`config.mk`:
```
export PLATFORM = sky130hd
export DESIGN_NAME = field_store_config_ctrl
export DESIGN_NICKNAME = d
export VERILOG_FILES = /design/src/hdl/fsc_pkg.sv /design/src/hdl/pair_word_packer.sv /design/src/hdl/field_store_config_ctrl.sv
export SDC_FILE = /design/constraint.sdc
export NUM_CORES = 2
export LEC_CHECK = 0
export BUFFER_PORTS_ARGS = -buffer_cell sky130_fd_sc_hd__buf_2
export CAP_MARGIN = 15
export CORE_MARGIN = 8
export CORE_UTILIZATION = 45
export CTS_BUF_LIST = sky130_fd_sc_hd__clkbuf_4
export DETAILED_ROUTE_END_ITERATION = 10
export GPL_TIMING_DRIVEN = 1
export HOLD_SLACK_MARGIN = 0.12
export PLACE_DENSITY_LB_ADDON = 0.08
export SKIP_CTS_REPAIR_TIMING = 1
export SYNTH_ARGS = -nofsm -noshare
export SYNTH_HDL_FRONTEND = slang
export SYNTH_HIERARCHICAL = 1
export SYNTH_SLANG_ARGS = --single-unit
```
`constraint.sdc`:
```
create_clock -name ref_clk -period 5.4 [get_ports ref_clk]
set_input_delay 0.81 -clock ref_clk [delete_from_list [all_inputs] [get_ports ref_clk]]
set_output_delay 0.81 -clock ref_clk [all_outputs]
set_load 0.03 [all_outputs]
```
`src/hdl/fsc_pkg.sv`:
```
package fsc_pkg;
  // ------------
  // Register offsets
  // ------------
  localparam logic [7:0] OFS_CTRL   = 8'h00;
  localparam logic [7:0] OFS_STAT   = 8'h04;
  localparam logic [7:0] OFS_ISR    = 8'h08;
  localparam logic [7:0] OFS_IER    = 8'h0c;
  localparam logic [7:0] OFS_HEIGHT = 8'h10;
  localparam logic [7:0] OFS_WIDTH  = 8'h14;
  localparam logic [7:0] OFS_BUF0   = 8'h24;
  localparam logic [7:0] OFS_BUF1   = 8'h28;
  localparam logic [7:0] OFS_BUF2   = 8'h2c;
  localparam logic [7:0] OFS_BSIZE  = 8'h30;
  localparam logic [7:0] OFS_DEPTH  = 8'h34;
  // ------------
  // Field positions and reset values
  // ------------
  localparam int CB_EN     = 0;
  localparam int CB_MOT    = 1;
  localparam int CB_UPD    = 2;
  localparam int CB_CANCEL = 3;
  localparam int CB_FORCE  = 4;
  localparam logic [4:0] CTRL_RST = 5'h00;
  localparam int IRQ_N      = 11;
  localparam int EXT_EVT_N  = 7;
  localparam int WDT_W      = 11;
  localparam int BSZ_W      = 24;
  localparam logic [1:0] DEP_12 = 2'h2;
  localparam int PAIR_W10   = 40;
  localparam int PAIR_W12   = 48;
  // ------------
  // Memory master
  // ------------
  localparam int BURST_LEN = 32;
  localparam logic [7:0] AXLEN_FIX = 8'h1f;
  localparam logic [1:0] BURST_INCR = 2'h1;
  localparam logic [1:0] RD_MAX_OUT = 2'h2;
  localparam logic [1:0] WR_ID = 2'h2;
  typedef enum logic [3:0] {
    WS_FILL = 4'b0001,
    WS_ADDR = 4'b0010,
    WS_DATA = 4'b0100,
    WS_RESP = 4'b1000
  } wst_t;
endpackage

```
`src/hdl/pair_word_packer.sv`:
```
`timescale 1ns/1ns
module pair_word_packer
  import fsc_pkg::*;
(
  // Clock and reset
  input  wire logic        ref_clk,
  input  wire logic        resetn,
  input  wire logic        clkEn,
  // Mode
  input  wire logic        twelveBit,
  // Pair input
  input  wire logic        pairValid,
  input  wire logic [35:0] pixIn,
  input  wire logic [11:0] errIn,
  output logic             pairReady,
  // Word output
  output logic             wordValid,
  output logic [31:0]      wordData,
  input  wire logic        wordReady
);
  // ------------
  // Bit accumulator
  // ------------
  logic [79:0] acc_r;
  logic [6:0]  fill_r;
  logic [79:0] pairBits;
  logic [6:0]  pairLen;

  always_comb begin
    if (twelveBit) begin
      pairBits = {32'h0, errIn, pixIn};
      pairLen  = 7'(PAIR_W12);
    end else begin
      pairBits = {40'h0, errIn[9:0], pixIn[29:0]};
      pairLen  = 7'(PAIR_W10);
    end
  end

  assign pairReady = (fill_r < 7'd32);
  assign wordValid = (fill_r >= 7'd32);
  assign wordData  = acc_r[31:0];

  always_ff @(posedge ref_clk) begin
    if (!resetn) begin
      acc_r  <= 80'h0;
      fill_r <= 7'h0;
    end else if (clkEn) begin
      if (pairValid && pairReady) begin
        acc_r  <= acc_r | (pairBits << fill_r);
        fill_r <= fill_r + pairLen;
      end else if (wordValid && wordReady) begin
        acc_r  <= acc_r >> 32;
        fill_r <= fill_r - 7'd32;
      end
    end
  end
endmodule // pair_word_packer

```
`src/hdl/field_store_config_ctrl.sv`:
```
`timescale 1ns/1ns
// Operation
// One write stream, two read streams.
// Short depths pack four pairs in five words.
// Twelve-bit packs two pairs in three words.
// Software keeps line words whole.
// Configuration shadowed into processing copies.
// Global register holds force and disable.
// Software edits copies, then requests update.
// Pending update locks configuration registers.
// Frame boundary copies pending values to shadows.
// Cancel clears pending update at once.
// Eleven events, sticky, enabled, cleared individually.
// One register access at a time.
// Simultaneous write served first, read stalled.
// Unneeded optional bus signals left unconnected.
// Motion mode stores stream in memory.
// Rotating three field store.
// Buffer bases and size set by software.
// Memory port on its own clock; the code clocks it from ref_clk like the register port.
// Three streams share one master port.
// Memory data width parameter 32 to 256.
// Interleave pixels and errors by depth.
// Frame end advances buffer pointers.
// Bursts fixed 32 beats, never narrow.
// Read IDs 0/1, two outstanding, rready high.
// Buffer size in words, 24 bits.
// Write rotates 0,1,2; reads take previous two.
module field_store_config_ctrl
  import fsc_pkg::*;
#(
  parameter int DW = 64
) (
  // Clock and reset
  input  wire logic                 ref_clk,
  input  wire logic                 resetn,
  input  wire logic                 clkEn,
  // Register port
  input  wire logic [7:0]           regAddr,
  input  wire logic [31:0]          regWrData,
  input  wire logic                 regWr,
  input  wire logic                 regRd,
  output logic      [31:0]          regRdData,
  // Video side
  input  wire logic                 frameEnd,
  input  wire logic [EXT_EVT_N-1:0] evtIn,
  input  wire logic                 pixValid,
  input  wire logic [35:0]          pixData,
  input  wire logic [11:0]          errData,
  output logic                      pixReady,
  output logic      [1:0]           rdValid,
  output logic      [DW-1:0]        rdData,
  // Configuration to processing
  output logic                      deintEnable,
  output logic                      motionEnable,
  output logic                      forceBypass,
  output logic      [WDT_W-1:0]     cfgWidth,
  output logic      [WDT_W-1:0]     cfgHeight,
  output logic      [1:0]           cfgDepth,
  output logic                      updPending,
  output logic                      irqOut,
  // Memory write channels
  output logic                      awvalid,
  input  wire logic                 awready,
  output logic      [31:0]          awaddr,
  output logic      [7:0]           awlen,
  output logic      [2:0]           awsize,
  output logic      [1:0]           awburst,
  output logic      [1:0]           awid,
  output logic                      wvalid,
  input  wire logic                 wready,
  output logic      [DW-1:0]        wdata,
  output logic      [DW/8-1:0]      wstrb,
  output logic                      wlast,
  input  wire logic                 bvalid,
  output logic                      bready,
  // Memory read channels
  output logic                      arvalid,
  input  wire logic                 arready,
  output logic      [31:0]          araddr,
  output logic      [7:0]           arlen,
  output logic      [2:0]           arsize,
  output logic      [1:0]           arburst,
  output logic      [1:0]           arid,
  input  wire logic                 rvalid,
  output logic                      rready,
  input  wire logic [DW-1:0]        rdata,
  input  wire logic [1:0]           rid,
  input  wire logic                 rlast
);
  localparam int WPB = DW / 32;
  localparam logic [25:0] BB = 26'(BURST_LEN * DW / 8);
  localparam logic [2:0] SZ = 3'($clog2(DW / 8));

  function automatic logic [1:0] prevIdx(input logic [1:0] i);
    prevIdx = (i == 2'd0) ? 2'd2 : i - 2'd1;
  endfunction

  function automatic logic [1:0] nextIdx(input logic [1:0] i);
    nextIdx = (i == 2'd2) ? 2'd0 : i + 2'd1;
  endfunction

  // --------------------------------------------------------------------
  // Register state
  // --------------------------------------------------------------------
  logic [4:0]       ctrl_r;
  logic             pending_r;
  logic [WDT_W-1:0] width_r, height_r, shWidth_r, shHeight_r;
  logic [1:0]       depth_r, shDepth_r;
  logic [31:0]      buf_r [3];
  logic [31:0]      shBuf_r [3];
  logic [BSZ_W-1:0] bsize_r, shBsize_r;
  logic [IRQ_N-1:0] isr_r, ier_r;
  logic [31:0]      rdData_r, rdMux;
  logic             rdDefer_r;
  logic [1:0]       wrIdx_r;
  logic             wrDone, motionOn, ctrlWr, apply, cancelW, updW, cfgWr;
  logic [IRQ_N-1:0] evts;

  assign ctrlWr   = regWr && (regAddr == OFS_CTRL);
  assign cancelW  = ctrlWr && regWrData[CB_CANCEL];
  assign updW     = ctrlWr && regWrData[CB_UPD];
  assign apply    = frameEnd && pending_r;
  assign cfgWr    = regWr && !pending_r;
  assign motionOn = ctrl_r[CB_EN] && ctrl_r[CB_MOT] && !ctrl_r[CB_FORCE];
  assign evts = {evtIn, wrDone, frameEnd && motionOn, cancelW && pending_r, apply};

  // Global register lives on the bus side and acts at once.
  always_ff @(posedge ref_clk) begin
    if (!resetn) begin
      ctrl_r    <= CTRL_RST;
      pending_r <= 1'b0;
    end else if (clkEn) begin
      if (ctrlWr) begin
        ctrl_r <= {regWrData[CB_FORCE], 2'b00, regWrData[CB_MOT:CB_EN]};
      end
      if (cancelW) begin
        pending_r <= 1'b0;
      end else if (updW) begin
        pending_r <= 1'b1;
      end else if (apply) begin
        pending_r <= 1'b0;
      end
    end
  end

  // Bus-side copies, freely written unless an update is queued.
  always_ff @(posedge ref_clk) begin
    if (!resetn) begin
      width_r  <= '0;
      height_r <= '0;
      depth_r  <= 2'h0;
      bsize_r  <= '0;
      buf_r    <= '{default: 32'h0};
    end else if (clkEn && cfgWr) begin
      case (regAddr)
        OFS_WIDTH:  width_r  <= regWrData[WDT_W-1:0];
        OFS_HEIGHT: height_r <= regWrData[WDT_W-1:0];
        OFS_DEPTH:  depth_r  <= regWrData[1:0];
        OFS_BSIZE:  bsize_r  <= regWrData[BSZ_W-1:0];
        OFS_BUF0:   buf_r[0] <= regWrData;
        OFS_BUF1:   buf_r[1] <= regWrData;
        OFS_BUF2:   buf_r[2] <= regWrData;
        default:    ;
      endcase
    end
  end

  // Processing-side shadows, loaded only on a frame boundary.
  always_ff @(posedge ref_clk) begin
    if (!resetn) begin
      shWidth_r  <= '0;
      shHeight_r <= '0;
      shDepth_r  <= 2'h0;
      shBsize_r  <= '0;
      shBuf_r    <= '{default: 32'h0};
    end else if (clkEn && apply) begin
      shWidth_r  <= width_r;
      shHeight_r <= height_r;
      shDepth_r  <= depth_r;
      shBsize_r  <= bsize_r;
      shBuf_r    <= buf_r;
    end
  end

  // Sticky events; a new event beats a clear in the same cycle.
  always_ff @(posedge ref_clk) begin
    if (!resetn) begin
      isr_r <= '0;
      ier_r <= '0;
    end else if (clkEn) begin
      if (regWr && regAddr == OFS_IER) begin
        ier_r <= regWrData[IRQ_N-1:0];
      end
      if (regWr && regAddr == OFS_ISR) begin
        isr_r <= (isr_r & ~regWrData[IRQ_N-1:0]) | evts;
      end else begin
        isr_r <= isr_r | evts;
      end
    end
  end

  always_comb begin
    case (regAddr)
      OFS_CTRL:   rdMux = {27'h0, ctrl_r};
      OFS_STAT:   rdMux = {29'h0, wrIdx_r, pending_r};
      OFS_ISR:    rdMux = {21'h0, isr_r};
      OFS_IER:    rdMux = {21'h0, ier_r};
      OFS_WIDTH:  rdMux = {21'h0, width_r};
      OFS_HEIGHT: rdMux = {21'h0, height_r};
      OFS_DEPTH:  rdMux = {30'h0, depth_r};
      OFS_BSIZE:  rdMux = {8'h0, bsize_r};
      OFS_BUF0:   rdMux = buf_r[0];
      OFS_BUF1:   rdMux = buf_r[1];
      OFS_BUF2:   rdMux = buf_r[2];
      default:    rdMux = 32'h0;
    endcase
  end

  // A read that meets a write is answered one cycle late.
  always_ff @(posedge ref_clk) begin
    if (!resetn) begin
      rdData_r  <= 32'h0;
      rdDefer_r <= 1'b0;
    end else if (clkEn) begin
      rdDefer_r <= regRd && regWr;
      if ((regRd && !regWr) || rdDefer_r) begin
        rdData_r <= rdMux;
      end else begin
        rdData_r <= 32'h0;
      end
    end
  end

  assign regRdData    = rdData_r;
  assign deintEnable  = ctrl_r[CB_EN];
  assign motionEnable = ctrl_r[CB_MOT];
  assign forceBypass  = ctrl_r[CB_FORCE];
  assign cfgWidth     = shWidth_r;
  assign cfgHeight    = shHeight_r;
  assign cfgDepth     = shDepth_r;
  assign updPending   = pending_r;
  assign irqOut       = |(isr_r & ier_r);

  // --------------------------------------------------------------------
  // Triple field rotation
  // --------------------------------------------------------------------
  logic [25:0] fieldBytes;
  logic [1:0]  rdIdx [2];

  assign fieldBytes = {shBsize_r, 2'b00};
  assign rdIdx[0]   = prevIdx(wrIdx_r);
  assign rdIdx[1]   = prevIdx(prevIdx(wrIdx_r));

  always_ff @(posedge ref_clk) begin
    if (!resetn) begin
      wrIdx_r <= 2'h0;
    end else if (clkEn && frameEnd && motionOn) begin
      wrIdx_r <= nextIdx(wrIdx_r);
    end
  end

  // --------------------------------------------------------------------
  // Write stream
  // --------------------------------------------------------------------
  wst_t        wst_r;
  logic [DW-1:0] mem_r [BURST_LEN];
  logic [DW-1:0] wData_r;
  logic [4:0]  beat_r;
  logic [3:0]  wSel_r;
  logic [25:0] wrOff_r;
  logic [31:0] awAddr_r;
  logic        wordValid, wordReady, pairReady;
  logic [31:0] word;

  pair_word_packer u_packer (
    .ref_clk   (ref_clk),
    .resetn    (resetn),
    .clkEn     (clkEn),
    .twelveBit (shDepth_r == DEP_12),
    .pairValid (pixValid && motionOn),
    .pixIn     (pixData),
    .errIn     (errData),
    .pairReady (pairReady),
    .wordValid (wordValid),
    .wordData  (word),
    .wordReady (wordReady)
  );

  assign pixReady  = motionOn ? pairReady : 1'b1;
  assign wordReady = (wst_r == WS_FILL);
  assign wrDone    = (wst_r == WS_RESP) && bvalid;

  // A whole burst is gathered before the address goes out.
  always_ff @(posedge ref_clk) begin
    if (!resetn) begin
      wst_r    <= WS_FILL;
      beat_r   <= 5'h0;
      wSel_r   <= 4'h0;
      wData_r  <= '0;
      awAddr_r <= 32'h0;
    end else if (clkEn) begin
      case (wst_r)
        WS_FILL: if (wordValid) begin
          mem_r[beat_r][wSel_r*32 +: 32] <= word;
          if (wSel_r == 4'(WPB - 1)) begin
            wSel_r <= 4'h0;
            beat_r <= beat_r + 5'h1;
            if (beat_r == 5'(BURST_LEN - 1)) begin
              wst_r    <= WS_ADDR;
              awAddr_r <= shBuf_r[wrIdx_r] + 32'(wrOff_r);
            end
          end else begin
            wSel_r <= wSel_r + 4'h1;
          end
        end
        WS_ADDR: if (awready) begin
          wst_r   <= WS_DATA;
          wData_r <= mem_r[0];
        end
        WS_DATA: if (wready) begin
          beat_r  <= beat_r + 5'h1;
          wData_r <= mem_r[beat_r + 5'h1];
          if (beat_r == 5'(BURST_LEN - 1)) begin
            wst_r <= WS_RESP;
          end
        end
        WS_RESP: if (bvalid) begin
          wst_r <= WS_FILL;
        end
        default: wst_r <= WS_FILL;
      endcase
    end
  end

  always_ff @(posedge ref_clk) begin
    if (!resetn) begin
      wrOff_r <= 26'h0;
    end else if (clkEn) begin
      if (frameEnd) begin
        wrOff_r <= 26'h0;
      end else if (wst_r == WS_ADDR && awready) begin
        wrOff_r <= wrOff_r + BB;
      end
    end
  end

  // Lock, cache, prot and qos are absent.  R14
  assign awvalid = (wst_r == WS_ADDR);
  assign awaddr  = awAddr_r;
  assign awlen   = AXLEN_FIX;
  assign awsize  = SZ;
  assign awburst = BURST_INCR;
  assign awid    = WR_ID;
  assign wvalid  = (wst_r == WS_DATA);
  assign wdata   = wData_r;
  assign wstrb   = '1;
  assign wlast   = (wst_r == WS_DATA) && (beat_r == 5'(BURST_LEN - 1));
  assign bready  = (wst_r == WS_RESP);

  // --------------------------------------------------------------------
  // Read streams
  // --------------------------------------------------------------------
  logic        arValid_r, turn_r;
  logic [31:0] arAddr_r;
  logic [1:0]  arId_r;
  logic [25:0] rdOff_r [2];
  logic [1:0]  outs_r [2];
  logic [1:0]  rdValid_r;
  logic [DW-1:0] rData_r;
  logic        elig [2];
  logic        pick;

  always_comb begin
    for (int s = 0; s < 2; s++) begin
      elig[s] = motionOn && (outs_r[s] < RD_MAX_OUT) && (rdOff_r[s] < fieldBytes);
    end
    pick = elig[turn_r] ? turn_r : !turn_r;
  end

  always_ff @(posedge ref_clk) begin
    if (!resetn) begin
      arValid_r <= 1'b0;
      arAddr_r  <= 32'h0;
      arId_r    <= 2'h0;
      turn_r    <= 1'b0;
      rdOff_r   <= '{default: 26'h0};
      outs_r    <= '{default: 2'h0};
    end else if (clkEn) begin
      for (int s = 0; s < 2; s++) begin
        if (arValid_r && arready && arId_r == 2'(s)) begin
          if (!(rvalid && rlast && rid == 2'(s))) begin
            outs_r[s] <= outs_r[s] + 2'h1;
          end
        end else if (rvalid && rlast && rid == 2'(s)) begin
          outs_r[s] <= outs_r[s] - 2'h1;
        end
        if (frameEnd) begin
          rdOff_r[s] <= 26'h0;
        end else if (arValid_r && arready && arId_r == 2'(s)) begin
          rdOff_r[s] <= rdOff_r[s] + BB;
        end
      end
      if (arValid_r) begin
        if (arready) begin
          arValid_r <= 1'b0;
        end
      end else if (elig[pick] && !frameEnd) begin
        arValid_r <= 1'b1;
        arId_r    <= {1'b0, pick};
        arAddr_r  <= shBuf_r[rdIdx[pick]] + 32'(rdOff_r[pick]);
        turn_r    <= !pick;
      end
    end
  end

  always_ff @(posedge ref_clk) begin
    if (!resetn) begin
      rdValid_r <= 2'h0;
      rData_r   <= '0;
    end else if (clkEn) begin
      rdValid_r <= {rvalid && rid == 2'h1, rvalid && rid == 2'h0};
      rData_r   <= rdata;
    end
  end

  assign arvalid = arValid_r;
  assign araddr  = arAddr_r;
  assign arlen   = AXLEN_FIX;
  assign arsize  = SZ;
  assign arburst = BURST_INCR;
  assign arid    = arId_r;
  assign rready  = 1'b1;
  assign rdValid = rdValid_r;
  assign rdData  = rData_r;
endmodule // field_store_config_ctrl

```
== Word level (Yosys, flattened, before mapping) ==
Memories as Yosys holds them, arrays and structs flattened.
Cells that the tools add are included.

* Memory bits (read-only): 0
* Input port bits: 174
* Memory bits (writable): 2048
* Bits in latches: 0
* Flip-flop bits (word level): 728
* Logic and storage cells: 260
* Memories kept: 1

* Div/mod/pow operators: 0
* Muxes and demuxes: 71
* Reductions and logical operators: 80
* Equal/unequal tests: 28
* Bitwise logic cells: 11
* Shift operators: 3
* Order comparisons: 10
* Multiply operators: 0
* Add/sub/neg operators: 17

{| class="wikitable"
|+ Memory list
! memory !! depth !! width !! read ports !! clocked after memory_dff !! write ports !! RTL line !! RTL
|-
| mem_r || 32 || 64 || 2 || 0 || 1 || field_store_config_ctrl.sv:267 || <nowiki>logic [DW-1:0] mem_r [BURST_LEN];</nowiki>
|}

{| class="wikitable"
|+ Operator list
! kind !! number
|-
| case mux 32 bit (11 select lines) || 1
|-
| 2-to-1 mux 26 bit || 9
|-
| 2-to-1 mux 64 bit || 3
|-
| 2-to-1 mux 32 bit || 5
|-
| 2-to-1 mux 80 bit || 2
|-
| binary-select mux 32 bit (select 2 bit) || 2
|-
| case mux 64 bit (2 select lines) || 1
|-
| bitwise OR 80 bit || 1
|-
| << shifter 48 x 7 -> 80 bit || 1
|-
| adder 26 x 9 -> 26 bit, second input constant || 3
|-
| adder 32 x 26 -> 32 bit || 2
|-
| variable shift 32 x 34 -> 64 bit, first input constant || 1
|-
| variable part select 32 x 34 -> 64 bit || 1
|-
| < comparator 26 bit || 2
|-
| 2-to-1 mux 48 bit || 1
|-
| == test 8 x 6 -> 1 bit, second input constant || 5
|-
| logical AND 1 bit || 36
|-
| negator 9 -> 34 bit || 1
|-
| 2-to-1 mux 4 bit || 8
|-
| AND reduction 2 bit || 14
|-
| 2-to-1 mux 2 bit || 12
|-
| bitwise AND 11 bit || 2
|-
| bitwise OR 11 bit || 2
|-
| 2-to-1 mux 5 bit || 4
|-
| 43 further kinds || 101
|}

== Longest topological paths before layout ==
* Word-level depth: 17
* Mapped depth: 26
* Depth with buffers taken out: 24

== Cells and area by module ==
Netlist, hierarchy kept.

{| class="wikitable"
|+ By module, submodules not included
! module !! times used !! cells an instance !! sequential area each (um^2) !! area an instance (um^2)
|-
| field_store_config_ctrl || 1 || 6705 || 73850.8 || 106566.0
|-
| pair_word_packer || 1 || 696 || 1681.6 || 5901.9
|}

== Worst setup path before layout ==
OpenSTA, ideal clock, no wires.

* Path type: reg-to-reg
* Start: register wrIdx_r[1]
* End: register arAddr_r[31], in the netlist araddr[31]
* Data required time: 5.326 ns
* Library setup time: 0.074 ns
* Arrival time: 5.932 ns
* Cell stages (with the launch flop): 27
* Clock period less this slack: 6.006 ns
* Setup slack: -0.606 ns
* Path buffers: 7
* Path through: dfxtp_1 clkbuf_1 clkbuf_1 clkbuf_1 clkbuf_1 inv_1 ha_1 clkbuf_1 o21a_1 buf_6 buf_1 mux2i_1 o21ai_0 ha_1 a21o_1 a21oi_1 o21bai_1 a21o_1 a21oi_1 o21ai_0 o21ai_0 a21oi_1 o31ai_1 a211oi_1 nand4_1 or3_1 a31oi_1

* Longest elaborated chain between the ends: 12
* Elaborated cells between the ends (all ways): 14

{| class="wikitable"
|+ RTL lines
! element !! RTL line !! RTL
|-
| start, declared || field_store_config_ctrl.sv:116 || <nowiki>logic [1:0] wrIdx_r;</nowiki>
|-
| start signal, assigned || field_store_config_ctrl.sv:259 || <nowiki>wrIdx_r <= nextIdx(wrIdx_r);</nowiki>
|-
| subtractor 2 x 1 -> 2 bit or logical NOT 2 bit (tied branches) || field_store_config_ctrl.sv:96 || <nowiki>prevIdx = (i == 2'd0) ? 2'd2 : i - 2'd1;</nowiki>
|-
| 2-to-1 mux 2 bit * || field_store_config_ctrl.sv:96 ||
|-
| subtractor 2 x 1 -> 2 bit or logical NOT 2 bit (tied branches) || field_store_config_ctrl.sv:96 ||
|-
| 2-to-1 mux 2 bit || field_store_config_ctrl.sv:96 ||
|-
| 2-to-1 mux 2 bit (implied by the code) * (3 in series) || field_store_config_ctrl.sv:411 || <nowiki>arAddr_r <= shBuf_r[rdIdx[pick]] + 32'(rdOff_r[pick]);</nowiki>
|-
| NOT 2 -> 3 bit (implied by the code) * || field_store_config_ctrl.sv:411 ||
|-
| binary-select mux 32 bit (select 2 bit) * || field_store_config_ctrl.sv:411 ||
|-
| 2-to-1 mux 32 bit (implied by the code) * (2 in series) || field_store_config_ctrl.sv:411 ||
|-
| adder 32 x 26 -> 32 bit * || field_store_config_ctrl.sv:411 ||
|-
| end signal, assigned || field_store_config_ctrl.sv:411 ||
|-
| end, declared || field_store_config_ctrl.sv:365 || <nowiki>logic [31:0] arAddr_r;</nowiki>
|}

Mark *: on every way between the ends. The rest lies on a longest branch, timed or not. The select of a mux whose other input is x is not followed.
A chain may end at the register's enable or synchronous reset.

== Final worst setup path ==
* Start: register shBsize_r[14]
* End: register arAddr_r[31], in the netlist araddr[31]

* Longest elaborated chain between the ends: 15
* Elaborated cells between the ends (all ways): 25

{| class="wikitable"
|+ RTL lines
! element !! RTL line !! RTL
|-
| start, declared || field_store_config_ctrl.sv:112 || <nowiki>logic [BSZ_W-1:0] bsize_r, shBsize_r;</nowiki>
|-
| start signal, assigned || field_store_config_ctrl.sv:181 || <nowiki>shBsize_r <= bsize_r;</nowiki>
|-
| < comparator 26 bit || field_store_config_ctrl.sv:376 || <nowiki>elig[s] = motionOn && (outs_r[s] < RD_MAX_OUT) && (rdOff_r[s] < fieldBytes);</nowiki>
|-
| logical AND 1 bit || field_store_config_ctrl.sv:376 ||
|-
| 2-to-1 mux 1 bit (implied by the code) (3 in series) || field_store_config_ctrl.sv:378 || <nowiki>pick = elig[turn_r] ? turn_r : !turn_r;</nowiki>
|-
| 2-to-1 mux 1 bit || field_store_config_ctrl.sv:378 ||
|-
| NOT 1 -> 2 bit (implied by the code) || field_store_config_ctrl.sv:408, field_store_config_ctrl.sv:411 ||
|-
| 2-to-1 mux 2 bit (implied by the code) (3 in series) || field_store_config_ctrl.sv:411 ||
|-
| NOT 2 -> 3 bit (implied by the code) || field_store_config_ctrl.sv:411 ||
|-
| binary-select mux 32 bit (select 2 bit) || field_store_config_ctrl.sv:411 ||
|-
| 2-to-1 mux 32 bit (implied by the code) (2 in series) || field_store_config_ctrl.sv:411 ||
|-
| adder 32 x 26 -> 32 bit || field_store_config_ctrl.sv:411 ||
|}

Parallel ways exist; a longest one is shown, timed or not. The select of a mux whose other input is x is not followed.

==> flow_results.org <==
** STA
- Final setup skew :: 118 ps
- Setup violations remaining at the end of the flow were counted as 0.
- Timing would allow up to approximately 190 MHz.
- Worst hold slack after final layout :: approximately 180 ps
- Remaining max-slew budget at the tightest pin :: 20.3%
- The final critical path takes up 95.2% of the cycle.
- Setup total negative slack on the finished layout was measured at 0 ps.
- Final Critical Period :: ~5100 ps
- Hold Fails Final Rpt :: 0
- The max-slew violation count is 0.
- For the pin with the worst max-slew slack, the measured transition is between 1000 and 1500 ps.

** Die
- Pin placement for this block handled 474 I/O pins.
- Measured along the x axis, the die boundary spans 516 µm.
- Once the floorplan was initialized, standard cells occupied 45.2% of the core.
- CORE AREA :: 249000 µm²
- The floorplan step set the die height to 516 µm.
- Die footprint :: 266000 µm²
- Row generation in the floorplan step produced 183 rows.

** Clocking
- The clock tree synthesis step divided the H-tree into 6 levels.
- After clock tree synthesis, the clock-pin slew on the worst setup and hold paths is 60 ps.
- The clock net in this run drives a total of 2749 sinks.
- At the later pin of the worst-skew pair, clock insertion delay measures 1490 ps.
- Clk root buf :: sky130_fd_sc_hd__clkbuf_4
- Buffer levels on the longest clock path :: 4
- Inserted Clock Buffers :: 736
- CTS tree :: yes

** Synth
- Yosys warning count :: 6
- Unique masters post-synth :: 99
- Cell count after synthesis :: approximately 7400
- A synthesized cell averages about 15 µm².
- Of the synthesized area, sequential elements account for 67.2%.
- In this run the cell area of the synthesized design comes to about 110000 µm².
- Among all flip-flop cells after synthesis, the most frequent one is sky130_fd_sc_hd__edfxtp_1.
- Counting flops with a built-in enable in the synthesized netlist gives 2048.
- After synthesis, the share of flip-flops with an asynchronous set or reset is 0%.
- Flop and latch count out of synthesis :: about 2700

** Critical path
- Of all nets on the critical path, the largest fanout is 7.
- Cell with the biggest individual delay on the critical path :: sky130_fd_sc_hd__or3_1
- Kind of critical path :: flip-flop to flip-flop
- Worst reg2reg path startpoint :: shBsize_r[14]$_SDFFE_PN0P_
- Data on the critical path is required at its endpoint by 6730 ps.
- STA puts the critical path data arrival time at ~6500 ps.
- In this run the critical register-to-register path is captured at araddr[31]$_SDFFE_PN0P_.
- Setup slack on the worst reg-to-reg path comes out at 260 ps.
- By instance count, the cell type seen most on the critical path is sky130_fd_sc_hd__buf_4.
- Counting cells, the worst reg-to-reg path comes to 28.
- Kind of start point of the critical path :: flip-flop
- The largest single stage delay on the critical path is 420 ps.
- The worst setup path is captured at a flip-flop.

** Min path
- Hold Path End :: rdData[61]$_SDFFE_PN0P_
- Type of the worst min-delay path :: input pin to flip-flop
- Hold Startpoint :: rdata[61]
- The worst hold path was traced through 4 stages.

** Run
- Across the run, the number of max-cap violations was 0.

** GRT
- The via count of the first global-routing pass was 70500.
- Antenna violations before repair :: 18
- For this run, the total global-route usage over all layers was measured as 25.2%.
- The first global-routing pass estimated 493000 µm of wire.
- Grt ovf :: 0
- Largest net degree at the start of global routing :: 129

** Run status
- Status :: complete, no violations

** Final layout
- The final layout contains between 8000 and 9000 nets.
- The finished layout holds 12500 standard cells, fillers aside.
- From synthesis to final layout, the design area changed by 17.8%.
- Ratio of cells with drive above 1 in the final layout :: 29.8%

** Pwr
- Power spread over the standard cell area amounts to 319 nW/µm².
- IR Drop Worst-Case VDD :: about 200 µV
- Leak :: 46.5 nW
- Overall power consumption after layout is estimated at about 0.042 W.

** Place
- The number of placed instances, taps included, is 10900.
- Buffers added on ports :: about 440
- Estimated wirelength of the detail-placed design :: 207000 µm
- The congestion estimate from routability-driven global placement came to 0.866.

** Route
- DRC violation total after the first TritonRoute iteration :: just under 7000
- After detailed routing, the total wire length is 348000 µm.
- The detail route stage leaves a number of antenna-violating nets equal to 0.
- After detailed routing, the number of remaining DRC violations is 0.
- Routed len/inst :: 27.8 µm
- The routed layout has 72400 vias.
- Dividing the detail-routed via count by the number of cells gives 5.77.
- Before antenna repair, the detailed router went through 6 iterations.
==> worst max path at each step <==
| stage | to | startpoint | slack (ps) |
|---|---|---|---|
| floorplan | araddr[31]$_SDFFE_PN0P_ | wrIdx_r[1]$_SDFFE_PN0P_ | 100 |
| global placement | araddr[31]$_SDFFE_PN0P_ | shBsize_r[19]$_SDFFE_PN0P_ | -180 |
| detailed placement | araddr[31]$_SDFFE_PN0P_ | shBsize_r[19]$_SDFFE_PN0P_ | -240 |
| CTS | araddr[31]$_SDFFE_PN0P_ | shBsize_r[19]$_SDFFE_PN0P_ | -270 |
| global route | araddr[31]$_SDFFE_PN0P_ | shBsize_r[13]$_SDFFE_PN0P_ | -90 |
| finish | araddr[31]$_SDFFE_PN0P_ | shBsize_r[14]$_SDFFE_PN0P_ | 260 |
==> cell usage after synthesis (24+ instances only) <==
library cell | count | area [µm²]
sky130_fd_sc_hd__nor2_1 | 379 | 1420
sky130_fd_sc_hd__xnor2_1 | 34 | 298
sky130_fd_sc_hd__nor3_1 | 42 | 210
sky130_fd_sc_hd__a22oi_1 | 73 | 548
sky130_fd_sc_hd__and2_1 | 84 | 526
sky130_fd_sc_hd__ha_1 | 94 | 1180
sky130_fd_sc_hd__o211ai_1 | 77 | 578
sky130_fd_sc_hd__xor2_1 | 57 | 499
sky130_fd_sc_hd__nand3_1 | 89 | 445
sky130_fd_sc_hd__mux2_2 | 35 | 394
sky130_fd_sc_hd__nand2_1 | 1003 | 3760
sky130_fd_sc_hd__a21oi_1 | 584 | 2920
sky130_fd_sc_hd__mux4_2 | 640 | 14400
sky130_fd_sc_hd__buf_4 | 84 | 631
sky130_fd_sc_hd__buf_1 | 56 | 210
sky130_fd_sc_hd__o221ai_1 | 37 | 324
sky130_fd_sc_hd__o21ai_0 | 98 | 490
sky130_fd_sc_hd__dfxtp_1 | 701 | 14000
sky130_fd_sc_hd__inv_1 | 57 | 214
sky130_fd_sc_hd__clkbuf_1 | 366 | 1370
sky130_fd_sc_hd__o22ai_1 | 36 | 225
sky130_fd_sc_hd__a211oi_1 | 36 | 270
sky130_fd_sc_hd__edfxtp_1 | 2048 | 61500
sky130_fd_sc_hd__nand2b_1 | 24 | 150
sky130_fd_sc_hd__mux2i_1 | 223 | 2230
==> area by class of cell <==
| type | count | area (µm²) |
|---|---|---|
| repair buffers | 1023 | 8080 |
| well taps | 3330 | 4170 |
| fillers | 20900 | 116000 |
| multi-input cells | 4090 | 35200 |
| inverters | 60 | 233 |
| clock buffers | 1112 | 8350 |
| clock inverters | 143 | 847 |
| flip-flops and latches | 2749 | 75500 |
| diodes | 32 | 80.1 |
==> layout by cell type (no fill, tap or decap), types with 20 or more instances in the layout <==
cell and n:
sky130_fd_sc_hd__nor2_4 65, sky130_fd_sc_hd__a22oi_1 73, sky130_fd_sc_hd__and2_1 84, sky130_fd_sc_hd__nand2_1 999, sky130_fd_sc_hd__o221ai_1 37, sky130_fd_sc_hd__dlygate4sd3_1 309
sky130_fd_sc_hd__mux2_2 35, sky130_fd_sc_hd__o21ai_1 26, sky130_fd_sc_hd__nand2b_1 24, sky130_fd_sc_hd__xnor2_1 34, sky130_fd_sc_hd__buf_12 49, sky130_fd_sc_hd__or3_1 20
sky130_fd_sc_hd__clkinv_1 95, sky130_fd_sc_hd__nor3_1 38, sky130_fd_sc_hd__o211ai_1 77, sky130_fd_sc_hd__xor2_1 55, sky130_fd_sc_hd__nor2_1 312, sky130_fd_sc_hd__buf_2 434
sky130_fd_sc_hd__o22ai_1 35, sky130_fd_sc_hd__nand3_1 86, sky130_fd_sc_hd__a21oi_1 580, sky130_fd_sc_hd__dfxtp_1 695, sky130_fd_sc_hd__mux4_2 640, sky130_fd_sc_hd__buf_4 223
sky130_fd_sc_hd__a211oi_1 32, sky130_fd_sc_hd__edfxtp_1 2048, sky130_fd_sc_hd__nand4_1 22, sky130_fd_sc_hd__o21ai_0 92, sky130_fd_sc_hd__mux2i_1 222, sky130_fd_sc_hd__and3_1 20
sky130_fd_sc_hd__a31oi_1 20, sky130_fd_sc_hd__ha_1 90, sky130_fd_sc_hd__conb_1 40, sky130_fd_sc_hd__clkbuf_4 1112, sky130_fd_sc_hd__diode_2 32, sky130_fd_sc_hd__inv_1 57
==> metal layers <==
metal / vias to the layer above / part of all wire [%] / GRT usage, %
li1: 31500 / - / -
met3: 527 / 7.8 / 5.78
met1: 37300 / 42 / 34.7
met5: - / 0.010 / 0
met2: 3003 / 48 / 40.6
met4: 6 / 2.3 / 6.71
==> per-stage QoR <==
stage               cell area, µm²  util (%)  setup slack (ps)
finish                      133000      53.3               258
global route                132000      53.3             -93.0
CTS                         129000      51.9              -268
detailed placement          120000      48.2              -240
global placement            120000      48.2              -177
floorplan                   113000         -              97.6
==> critical path, delay by kind of cell (launching register included) <==
| kind | cells | cell delay (ps) |
|---|---|---|
| flip-flops | 1 | 330 |
| AND/OR/NAND/NOR | 4 | 680 |
| multiplexers | 1 | 190 |
| buffers and inverters | 6 | 860 |
| AO/OA/AOI/OAI | 15 | 2380 |
| adder cells (fa/ha/maj) | 2 | 630 |
==> logic make-up (layout without fill, tap and decap cells) <==
family | count (synthesis) | after routing | share of synthesized area (%)
DFF | 2749 | 2749 | 67.2
xor gates and xnor gates | 91 | 91 | 0.709
AOI/OAI and AO/OA | 1165 | 1165 | 6.46
and+or+nand+nor | 1790 | 1790 | 6.89
adders and majority gates | 95 | 95 | 1.06
other | 2 | 72 | 0.00668
buffers and inverters | 600 | 2338 | 2.39
muxes | 909 | 909 | 15.3
==> report_power, final <==
part / switching, W / total [W] / internal (W) / leakage, nW
sequential: 0.000137 / 0.0228 / 0.0227 / 26.5
clock: 0.00850 / 0.0183 / 0.00979 / 5.54
combinational: 0.000774 / 0.00116 / 0.000386 / 14.5
total: 0.00941 / 0.0422 / 0.0328 / 46.5
==> sequential cells by signal, indices dropped and copies added (netlist names), 32 cells and up <==
| signal | cells |
|---|---|
| araddr | 32 |
| awaddr | 32 |
| buf_r | 96 |
| mem_r | 2048 |
| rdData | 64 |
| rdOff_r | 36 |
| regRdData | 32 |
| shBuf_r | 96 |
| u_packer/acc_r | 80 |
| wdata | 64 |
No activity file was read; power rests on OpenSTA's default activity.
